==> src/core/spc_cfg.svh <==
// spc_cfg.svh: offsets, field positions, reset values and counts of the port control
// assumes inclusion by bare name from the package and the bench
`ifndef SPC_CFG_SVH
`define SPC_CFG_SVH

// word indices; byte address is four times the index
`define SPC_CTRL_IDX 24'hFFE262
`define SPC_STAT_IDX 24'hFFE263
`define SPC_MASK_IDX 24'hFFE264
`define SPC_RELOAD_IDX 24'hFFE265
`define SPC_COUNT_IDX 24'hFFE266
`define SPC_FLAGS_IDX 24'hFFE267

// control register field positions
`define SPC_BIT_DATA_IRQ_ENABLE 7
`define SPC_BIT_EN_HI 6
`define SPC_BIT_RGCTL 5
`define SPC_BIT_PHASE 4
`define SPC_BIT_CLKPOL 3
`define SPC_BIT_WOR 2
`define SPC_BIT_MMEN 1
`define SPC_BIT_EN_LO 0

// status and mask field positions
`define SPC_ST_TX_EMPTY 0
`define SPC_ST_RX_FULL 1
`define SPC_ST_UNDERRUN 2
`define SPC_ST_COLLISION 3
`define SPC_ST_ABORT 4
`define SPC_ST_OVERRUN 5
`define SPC_ST_TIMEOUT 6
`define SPC_ST_WIDTH 7

// reset values
`define SPC_CTRL_RST 8'h00
`define SPC_STAT_RST 7'h00
`define SPC_MASK_RST 7'h00
`define SPC_RELOAD_RST 16'hFFFF
`define SPC_COUNT_RST 16'hFFFF

`endif

==> src/core/spc_pkg.sv <==
// spc_pkg: types shared by the port control and its rate timer
// assumes spc_cfg.svh on the include path
package spc_pkg;
  `include "spc_cfg.svh"

  typedef enum logic [1:0] {
    SPC_OFF,
    SPC_RX_ONLY,
    SPC_TX_ONLY,
    SPC_DUPLEX
  } spc_mode_t;

  // error events from the serial core, one-cycle pulses
  typedef struct packed {
    logic tx_underrun_flag;
    logic collision;
    logic abort_flag;
    logic rx_overrun_flag;
  } spc_err_t;

  // configuration bits handed to the shifter and pad logic
  typedef struct packed {
    logic phase;
    logic clk_pol;
    logic wire_or;
    logic master_en;
  } spc_cfg_t;

  // data path requests toward the dma logic
  typedef struct packed {
    logic tx_dma_req;
    logic rx_dma_req;
  } spc_dma_t;
endpackage

==> src/core/spc_ctl.sv <==
// spc_ctl: enable and direction control of the serial port, with
// avalon-mm register slave, sticky interrupt status and dma request gating
// assumes serial core flags are synchronous levels and errors one-cycle pulses
//
// Behaviour
// with the data interrupt enable clear, tx-empty and rx-full raise no interrupt.
// underrun, collision, abort and overrun always raise an interrupt; here they always set status, but irq needs the mask bit set.
// with the data interrupt enable set, tx-empty and rx-full assertion raise an interrupt; here they set status, but irq needs the mask bit set.
// software using dma or polling is expected to clear the data interrupt enable.
// bits 6 and 0 form the mode field and 00 disables the serial port.
// when disabled, the rate generator runs as a timer if its control bit is 1.
// in receive-only mode tx-empty still shows but its interrupt and dma request are held off.
// in receive-only mode as slave the serial data output sends all ones.
// in receive-only mode as master software still writes transmit data to start a transfer.
// in transmit-only mode rx-full still shows but its interrupt and dma request are held off.
// in duplex mode both flags drive their interrupts and dma requests.
// disabled with rate control 1 enables both the timer and its time-out interrupt; here the time-out sets status, but irq needs the mask bit set.
// the control register reads back as written and a new mode acts from the next clock.
`timescale 1ns/1ns
module spc_ctl
  import spc_pkg::*;
(
  input wire logic clock, // system clock, 100 MHz
  input wire logic rst, // async reset, active high
  input wire logic [25:0] avs_address, // byte address
  input wire logic avs_read, // read request
  input wire logic avs_write, // write request
  input wire logic [3:0] avs_byteenable, // byte lanes
  input wire logic [31:0] avs_writedata, // write data
  output logic [31:0] avs_readdata, // read data
  output logic avs_waitrequest, // stall
  input wire logic tx_empty_flag, // transmit data register empty
  input wire logic rx_full_flag, // receive data register full
  input wire spc_err_t err_events, // error pulses
  input wire logic tx_shift_bit, // shifter output bit
  output logic serial_data_out, // bit toward the pad
  output logic port_enabled, // serial port active
  output spc_mode_t port_mode, // decoded direction mode
  output spc_cfg_t port_cfg, // phase, polarity, wire-or, master
  output spc_dma_t dma_req, // dma requests
  output logic timer_run, // rate generator timer running
  output logic irq // level interrupt
);
  // ---- mode decode used by several paths
  function automatic spc_mode_t decode_mode(input logic [7:0] ctl);
    logic [1:0] f;
    f = {ctl[`SPC_BIT_EN_HI], ctl[`SPC_BIT_EN_LO]};
    case (f)
      2'b00: decode_mode = SPC_OFF;
      2'b01: decode_mode = SPC_RX_ONLY;
      2'b10: decode_mode = SPC_TX_ONLY;
      default: decode_mode = SPC_DUPLEX;
    endcase
  endfunction

  function automatic logic tx_dir_on(input spc_mode_t m);
    tx_dir_on = (m == SPC_TX_ONLY) || (m == SPC_DUPLEX);
  endfunction

  function automatic logic rx_dir_on(input spc_mode_t m);
    rx_dir_on = (m == SPC_RX_ONLY) || (m == SPC_DUPLEX);
  endfunction

  // ---- state
  logic [7:0] ctrl_reg;
  logic [7:0] ctrl_next;
  logic [`SPC_ST_WIDTH-1:0] stat_reg;
  logic [`SPC_ST_WIDTH-1:0] stat_next;
  logic [`SPC_ST_WIDTH-1:0] mask_reg;
  logic [`SPC_ST_WIDTH-1:0] mask_next;
  logic [15:0] reload_reg;
  logic [15:0] reload_next;
  logic ack_reg;
  logic ack_next;
  logic [31:0] rdata_reg;
  logic [31:0] rdata_next;
  logic tx_empty_prev_reg;
  logic rx_full_prev_reg;
  logic sdo_reg;
  logic sdo_next;

  logic [23:0] word_idx;
  logic wr_take;
  logic rd_start;
  logic [15:0] timer_count;
  logic timer_timeout;
  logic [`SPC_ST_WIDTH-1:0] set_vec;
  logic [`SPC_ST_WIDTH-1:0] clr_vec;
  logic [`SPC_ST_WIDTH-1:0] live_vec;
  spc_mode_t mode;
  logic data_irq_enable;
  logic tx_rise;
  logic rx_rise;

  assign word_idx = avs_address[25:2];
  assign mode = decode_mode(ctrl_reg);
  assign data_irq_enable = ctrl_reg[`SPC_BIT_DATA_IRQ_ENABLE];
  assign tx_rise = tx_empty_flag && !tx_empty_prev_reg;
  assign rx_rise = rx_full_flag && !rx_full_prev_reg;

  // ---- bus handshake: one wait cycle, then the answer
  assign avs_waitrequest = (avs_read || avs_write) && !ack_reg;
  assign wr_take = avs_write && ack_reg;
  assign rd_start = avs_read && !ack_reg;

  always_comb begin
    ack_next = (avs_read || avs_write) && !ack_reg;
    rdata_next = rdata_reg;
    if (rd_start) begin
      case (word_idx)
        `SPC_CTRL_IDX: rdata_next = {24'h000000, ctrl_reg};
        `SPC_STAT_IDX: rdata_next = {25'h0000000, stat_reg};
        `SPC_MASK_IDX: rdata_next = {25'h0000000, mask_reg};
        `SPC_RELOAD_IDX: rdata_next = {16'h0000, reload_reg};
        `SPC_COUNT_IDX: rdata_next = {16'h0000, timer_count};
        `SPC_FLAGS_IDX: rdata_next = {28'h0000000, 2'b00, rx_full_flag, tx_empty_flag};
        default: rdata_next = 32'h00000000;
      endcase
    end
  end

  // ---- control, mask and reload writes
  always_comb begin
    ctrl_next = ctrl_reg;
    mask_next = mask_reg;
    reload_next = reload_reg;
    if (wr_take) begin
      case (word_idx)
        // stored as written
        `SPC_CTRL_IDX: begin
          if (avs_byteenable[0]) begin
            ctrl_next = avs_writedata[7:0];
          end
        end
        `SPC_MASK_IDX: begin
          if (avs_byteenable[0]) begin
            mask_next = avs_writedata[`SPC_ST_WIDTH-1:0];
          end
        end
        `SPC_RELOAD_IDX: begin
          if (avs_byteenable[0]) begin
            reload_next[7:0] = avs_writedata[7:0];
          end
          if (avs_byteenable[1]) begin
            reload_next[15:8] = avs_writedata[15:8];
          end
        end
        default: begin
          ctrl_next = ctrl_reg;
        end
      endcase
    end
  end

  // ---- interrupt event sources
  always_comb begin
    set_vec = '0;
    // data events gated
    set_vec[`SPC_ST_TX_EMPTY] = tx_rise && data_irq_enable && tx_dir_on(mode);
    // rx event gated
    set_vec[`SPC_ST_RX_FULL] = rx_rise && data_irq_enable && rx_dir_on(mode);
    // errors always enabled
    set_vec[`SPC_ST_UNDERRUN] = err_events.tx_underrun_flag;
    set_vec[`SPC_ST_COLLISION] = err_events.collision;
    set_vec[`SPC_ST_ABORT] = err_events.abort_flag;
    set_vec[`SPC_ST_OVERRUN] = err_events.rx_overrun_flag;
    // timer time-out
    set_vec[`SPC_ST_TIMEOUT] = timer_timeout;
  end

  always_comb begin
    clr_vec = '0;
    if (wr_take && (word_idx == `SPC_STAT_IDX) && avs_byteenable[0]) begin
      clr_vec = avs_writedata[`SPC_ST_WIDTH-1:0];
    end
    // set wins over a clear in the same cycle
    stat_next = (stat_reg & ~clr_vec) | set_vec;
  end

  // ---- data bits only reach the line while enabled
  always_comb begin
    live_vec = stat_reg & mask_reg;
    // data interrupts off
    if (!data_irq_enable) begin
      live_vec[`SPC_ST_TX_EMPTY] = 1'b0;
      live_vec[`SPC_ST_RX_FULL] = 1'b0;
    end
  end

  // ---- serial data output
  always_comb begin
    sdo_next = tx_shift_bit;
    // slave receive-only sends ones
    if ((mode == SPC_RX_ONLY) && !ctrl_reg[`SPC_BIT_MMEN]) begin
      sdo_next = 1'b1;
    end
    // disabled port idles high
    if (mode == SPC_OFF) begin
      sdo_next = 1'b1;
    end
  end

  always_ff @(posedge clock or posedge rst) begin
    if (rst) begin
      ctrl_reg <= `SPC_CTRL_RST;
      stat_reg <= `SPC_STAT_RST;
      mask_reg <= `SPC_MASK_RST;
      reload_reg <= `SPC_RELOAD_RST;
      ack_reg <= 1'b0;
      rdata_reg <= 32'h00000000;
      tx_empty_prev_reg <= 1'b0;
      rx_full_prev_reg <= 1'b0;
      sdo_reg <= 1'b1;
    end else begin
      ctrl_reg <= ctrl_next;
      stat_reg <= stat_next;
      mask_reg <= mask_next;
      reload_reg <= reload_next;
      ack_reg <= ack_next;
      rdata_reg <= rdata_next;
      tx_empty_prev_reg <= tx_empty_flag;
      rx_full_prev_reg <= rx_full_flag;
      sdo_reg <= sdo_next;
    end
  end

  // timer only while disabled
  assign timer_run = (mode == SPC_OFF) && ctrl_reg[`SPC_BIT_RGCTL];

  spc_rate_timer u_timer (
    .clock(clock),
    .rst(rst),
    .run(timer_run),
    .reload(reload_reg),
    .count(timer_count),
    .timeout(timer_timeout)
  );

  // master receive-only still needs software writes; shifter start is external
  // mode field decode
  assign port_enabled = (mode != SPC_OFF);
  assign port_mode = mode;
  assign port_cfg.phase = ctrl_reg[`SPC_BIT_PHASE];
  assign port_cfg.clk_pol = ctrl_reg[`SPC_BIT_CLKPOL];
  assign port_cfg.wire_or = ctrl_reg[`SPC_BIT_WOR];
  assign port_cfg.master_en = ctrl_reg[`SPC_BIT_MMEN];
  // dma direction gating
  assign dma_req.tx_dma_req = tx_empty_flag && tx_dir_on(mode);
  assign dma_req.rx_dma_req = rx_full_flag && rx_dir_on(mode);
  assign serial_data_out = sdo_reg;
  assign avs_readdata = rdata_reg;
  assign irq = |live_vec;
endmodule // spc_ctl

==> src/core/spc_rate_timer.sv <==
// spc_rate_timer: 16-bit reload down counter used as a general timer
// assumes run is a level from the control logic on the same clock
`timescale 1ns/1ns
module spc_rate_timer
  import spc_pkg::*;
(
  input wire logic clock, // system clock
  input wire logic rst, // async reset, active high
  input wire logic run, // timer function enabled
  input wire logic [15:0] reload, // reload value
  output logic [15:0] count, // current count
  output logic timeout // one-cycle pulse at wrap
);
  logic [15:0] count_reg;
  logic [15:0] count_next;
  logic timeout_reg;
  logic timeout_next;

  always_comb begin
    count_next = reload;
    timeout_next = 1'b0;
    if (run) begin
      if (count_reg == 16'h0000) begin
        count_next = reload;
        timeout_next = 1'b1;
      end else begin
        count_next = count_reg - 16'h0001;
      end
    end
  end

  always_ff @(posedge clock or posedge rst) begin
    if (rst) begin
      count_reg <= `SPC_COUNT_RST;
      timeout_reg <= 1'b0;
    end else begin
      count_reg <= count_next;
      timeout_reg <= timeout_next;
    end
  end

  assign count = count_reg;
  assign timeout = timeout_reg;
endmodule // spc_rate_timer

==> config.mk <==
export PLATFORM = sky130hd
export DESIGN_NAME = spc_ctl
export DESIGN_NICKNAME = d
export VERILOG_FILES = /design/src/core/spc_pkg.sv /design/src/core/spc_ctl.sv /design/src/core/spc_rate_timer.sv
export VERILOG_INCLUDE_DIRS = /design/src /design/src/core
export SDC_FILE = /design/constraint.sdc
export NUM_CORES = 1
export LEC_CHECK = 0
export BUFFER_PORTS_ARGS = -buffer_cell sky130_fd_sc_hd__buf_2
export CAP_MARGIN = 20
export CORE_ASPECT_RATIO = 2
export CORE_MARGIN = 4
export CORE_UTILIZATION = 54
export CTS_BUF_LIST = sky130_fd_sc_hd__clkbuf_8
export CTS_CLUSTER_SIZE = 30
export DETAILED_ROUTE_END_ITERATION = 12
export GPL_TIMING_DRIVEN = 0
export PLACE_DENSITY = 0.88
export SLEW_MARGIN = 20
export SYNTH_ARGS = -nofsm -noshare
export SYNTH_HDL_FRONTEND = slang
export SYNTH_SLANG_ARGS = --single-unit
==> constraint.sdc <==
create_clock -name clock -period 3.3 [get_ports clock]
set_input_delay 0.33 -clock clock [delete_from_list [all_inputs] [get_ports clock]]
set_output_delay 0.33 -clock clock [all_outputs]
set_load 0.03 [all_outputs]
## Word level (Yosys, flattened, before mapping)

Index checks and enable logic that the tools add are counted.

- Reduce and logical (&&, ||, !) cells: 31
- Multiplexer cells: 10
- Equal/unequal tests: 11
- Add/subtract/negate cells: 1
- Bitwise gates (word level): 4

Operator list:

| kind | number |
|---|---|
| $eq A24 B24 Y1 const B | 6 |
| $pmux W16 S6 | 1 |
| $mux W16 | 2 |
| $logic_not A16 Y1 | 1 |
| $sub A16 B1 Y16 const B | 1 |
| $logic_and A1 B1 Y1 | 15 |
| $and A7 B7 Y7 | 2 |
| $reduce_and A3 Y1 | 4 |
| $mux W7 | 1 |
| $not A7 Y7 | 1 |
| $or A7 B7 Y7 | 1 |
| $reduce_or A7 Y1 | 1 |
| $eq A2 B2 Y1 const B | 3 |
| $pmux W2 S3 | 1 |
| $eq A2 B1 Y1 const B | 2 |
| $logic_not A1 Y1 | 4 |
| $logic_not A2 Y1 | 2 |
| $mux W1 | 4 |
| $logic_or A1 B1 Y1 | 3 |
| $mux W2 | 1 |
| $reduce_bool A2 Y1 | 1 |

- Register bits: 91
- Input bits: 73
- Logic and storage cells: 69
- Output and inout bits: 45

## Depth between registers and ports, before layout

- Word-level depth: 7
- Depth in mapped cells: 7

## Modules after synthesis

A second synthesis with hierarchy kept.

- Cell total of the unflattened synthesis: 365
- Area total of the unflattened synthesis: 4,036.4 um2

Modules (own cells, without submodules):

| module | seq. area each (um2) | cells an instance | times used | area an instance (um2) |
|---|---|---|---|---|
| spc_ctl | 1,472.7 | 267 | 1 | 3,070.4 |
| spc_rate_timer | 445.4 | 98 | 1 | 965.9 |

## Worst setup path before layout

OpenSTA, ideal clock, no wires.

- Path type: flip-flop to flip-flop
- From: register u_timer.count_reg[5] (netlist: u_timer.count[5])
- To: register u_timer.count_reg[11] (netlist: u_timer.count[11])
- Slack: 0.997 ns
- Setup time: 0.082 ns
- Arrival time: 2.220 ns
- Cell stages (with the launch flop): 8
- Path buffers: 3
- Clock period less this slack: 2.303 ns
- Cells stage by stage: dfstp_2 > buf_6 > or4_4 > or4_4 > o21a_1 > buf_6 > buf_12 > mux2_4

- Word-level cells in the longest chain between the ends: 3
- Elaborated cells between the ends (all ways): 4

Ends and longest elaborated chain:

| item | RTL line | text |
|---|---|---|
| start, declared | spc_rate_timer.sv:14 | `logic [15:0] count_reg;` |
| start signal, assigned | spc_rate_timer.sv:34 | `` count_reg <= `SPC_COUNT_RST; `` |
| start signal, assigned | spc_rate_timer.sv:37 | `count_reg <= count_next;` |
| $sub A16 B1 Y16 or $logic_not A16 Y1 (tied branches) | spc_rate_timer.sv:27, spc_rate_timer.sv:23 |  |
| $mux W16 (*) | spc_rate_timer.sv:23 | `if (count_reg == 16'h0000) begin` |
| $mux W16 (*) | spc_rate_timer.sv:22 | `if (run) begin` |
| via u_timer.count_next[11] | spc_rate_timer.sv:15 | `logic [15:0] count_next;` |

The timed path passes the listed nets; every way through them passes the cells marked *.
A chain may end at the register's enable or synchronous reset.

## Worst setup path in the final report

- From: register u_timer.count_reg[9] (netlist: u_timer.count[9])
- To: register u_timer.count_reg[14] (netlist: u_timer.count[14])

The elaborated chain is that of the path after synthesis.

==> results by group <==
Status
  • Outcome: completed

Min path
  • Hold Path Class: in2reg

Synthesis
  • Largest cells by area after synthesis: dfrtp_1 26%, dfstp_2 22%, mux2_2 12%, buf_4 3.7%, mux2_4 3.0%
  • Synthesized area: 4030 sq um
  • Syn avg cell area: 11.3 sq um
  • EDFF count, synth: 0
  • Seq/Total Area, Yosys: 47.6%
  • Post-synthesis async set-or-reset flop share: 100%
  • Synth Instances: 355
  • Yosys warning count: 0
  • Top FF cell, synth: dfrtp_1
  • Post-synthesis cell type count: 49
  • Area share of the largest cell type after synthesis: 26.1%
  • Synth area leader: dfrtp_1
  • Synth top cells by count: 42 x dfrtp_1, 42 x mux2_2, 33 x dfstp_2
  • Synth Register Bits: 75

Drt
  • DR vias: 3117
  • Pre-antenna DRT Iters: 4
  • Drc violations: 0
  • DRT iter0 DRCs: 178
  • WL final: 10000 um
  • DR WL/cell: 17.9 um
  • Via density per instance: 5.58
  • Detail Route Antenna Nets: 0

Global route
  • Initial antenna violation count: 0
  • Vias in the first global route: 3150
  • First-pass GRT wire length: 15600 um
  • GRT Util Overall: 22.3%
  • Pin count of the biggest net entering global routing: 57
  • Total grt overflow: 0

CTS
  • Reg clk slew, reported paths: 0.07 ns
  • Worst-Skew Late Latency: 0.36 ns
  • H-tree levels: 3
  • CTS tree: built
  • Clock root buffer: clkbuf_8
  • Num CTS Buffers: 9
  • CTS Buffer Depth: 2
  • Clock sinks: 75
  • Cts repair resizes: 0

STA
  • FMAX: 0.404 GHz
  • Setup TNS: 0 ns
  • Hold_ws: 0.106 ns
  • Worst slew pin tran: 1.10 ns
  • Final period utilization: 75.0%
  • Final setup margin: 0.824 ns
  • Fin crit period: 2.48 ns
  • RSZ-0062 raised after global routing: false
  • Final setup viols: 0
  • Hold Vio Cnt, Final: 0
  • Clock Skew: 0.00976 ns
  • Slew Limit Headroom: 26.3%
  • Count of pins over their slew limit: 0

Final layout
  • Syn-to-layout area delta: 20.1%
  • Fillers: 565
  • # diodes: 0
  • Nets: 537
  • Share of cells above drive strength 1: 46.0%

Placement
  • I/O Buffers: 79
  • Post-Place Worst Slack: 0.482 ns
  • Placer Congestion: 0.945
  • DP HPWL: 7720 um

Worst setup path
  • CP endpoint kind: register
  • Critical path type: reg2reg
  • Worst EP arrival: 2.76 ns
  • Data required, critical path: 3.59 ns
  • CP Launch Type: register
  • Crit-path max FO: 10

Floorplanning
  • Die area: 8990 sq um
  • CORE AREA: 7270 sq um
  • Die height: 130 um
  • Initial core utilization: 55.4%
  • Row count: 44
  • Die width: 69.1 um
  • I/O pin cnt: 118

Power
  • Lkg Pwr: 2.28 nW
  • Maximum VDD drop: 0.000317 V
  • PD cells: 374 nW/um^2

Job
  • Max cap viols: 0
==> cell type report <==
| type | instances | area [sq um] | area share (%) |
|---|---|---|---|
| Buffer | 40 | 279 | 5.77 |
| Clock buffer | 11 | 151 | 3.13 |
| Clock inverter | 5 | 52.6 | 1.09 |
| Inverter | 15 | 58.8 | 1.22 |
| Multi-Input combinational cell | 240 | 1830 | 37.8 |
| Sequential cell | 75 | 1920 | 39.6 |
| Tap cell | 92 | 115 | 2.38 |
| Timing Repair Buffer | 81 | 433 | 8.95 |
==> worst paths after layout <==
check	startpoint	end	slack [ns]	cells past startpoint
max reg2reg	u_timer.count[9]	u_timer.count[14]	0.82	6
max	u_timer.count[9]	u_timer.count[14]	0.82	6
max in group asynchronous	rst	u_timer.count[1]	2.23	4
min reg2reg	avs_readdata[10]	avs_readdata[10]	0.47	2
min in group asynchronous	rst	mask_reg[2]	0.46	3
min	rx_full_flag	rx_full_prev_reg	0.11	1
==> cell families (layout without fill, tap and decap cells) <==
group	count (synthesis)	count (layout)	share of synthesized area, %
flops	75	75	47.6
mux	61	61	17.8
buf+inv	55	152	8.33
fa+ha+maj	2	2	0.621
simple gates	92	92	13.0
other cells	1	16	0.0931
xor+xnor	11	11	2.39
compound gates	58	58	10.2
==> repair_timing <==
action                                 4_1_cts  5_1_grt
endpoints found under the hold margin       15        0
buffers inserted                             0        0
hold buffers                                 1        0
==> report_power, final <==
| group | leakage (nW) | internal (W) | total [W] | switching [W] |
|---|---|---|---|---|
| logic | 1.29 | 0.0000587 | 0.000158 | 0.0000994 |
| registers | 0.884 | 0.000923 | 0.000925 | 0.00000144 |
| clock network | 0.110 | 0.000386 | 0.000725 | 0.000339 |
| total | 2.28 | 0.00137 | 0.00181 | 0.000440 |
==> routing by layer <==
metal	track usage, %	wire length [um]
met1	21.5	3400
met2	43.5	5850
met3	4.16	400
met4	12.8	357
met5	0	0
==> cells in the final DEF (no fill, tap or decap), types with 6 or more instances in the layout <==
master,n
clkbuf_8,11
conb_1,16
nand4_1,7
xnor2_1,7
o31ai_1,9
mux2_2,42
mux2_4,8
nor2_1,14
a22oi_1,15
inv_1,15
mux2i_1,10
o21ai_0,12
dfstp_2,33
nand3_1,7
buf_4,20
nand2_1,19
nor3_1,7
dfrtp_1,42
buf_2,79
clkbuf_1,13
o2bb2ai_1,6
==> metrics by stage <==
step                power, W  instances  cell area (sq um)  utilization (%)
floorplan            0.00104        370               4080                -
global placement     0.00109        541               4590             63.2
CTS                  0.00181        559               4840             66.6
global route         0.00186        559               4840             66.6
finish               0.00181        559               4840             66.6
detailed placement   0.00110        542               4620             63.6
==> worst max-delay path: stages, from the launching register on <==
cell and delay (ns):
dfstp_2 0.41, or4_1 0.60, or4_4 0.59, o21a_1 0.20
buf_6 0.14, buf_12 0.15, mux2_4 0.30
Note: power is estimated with default switching activity, not from simulation.
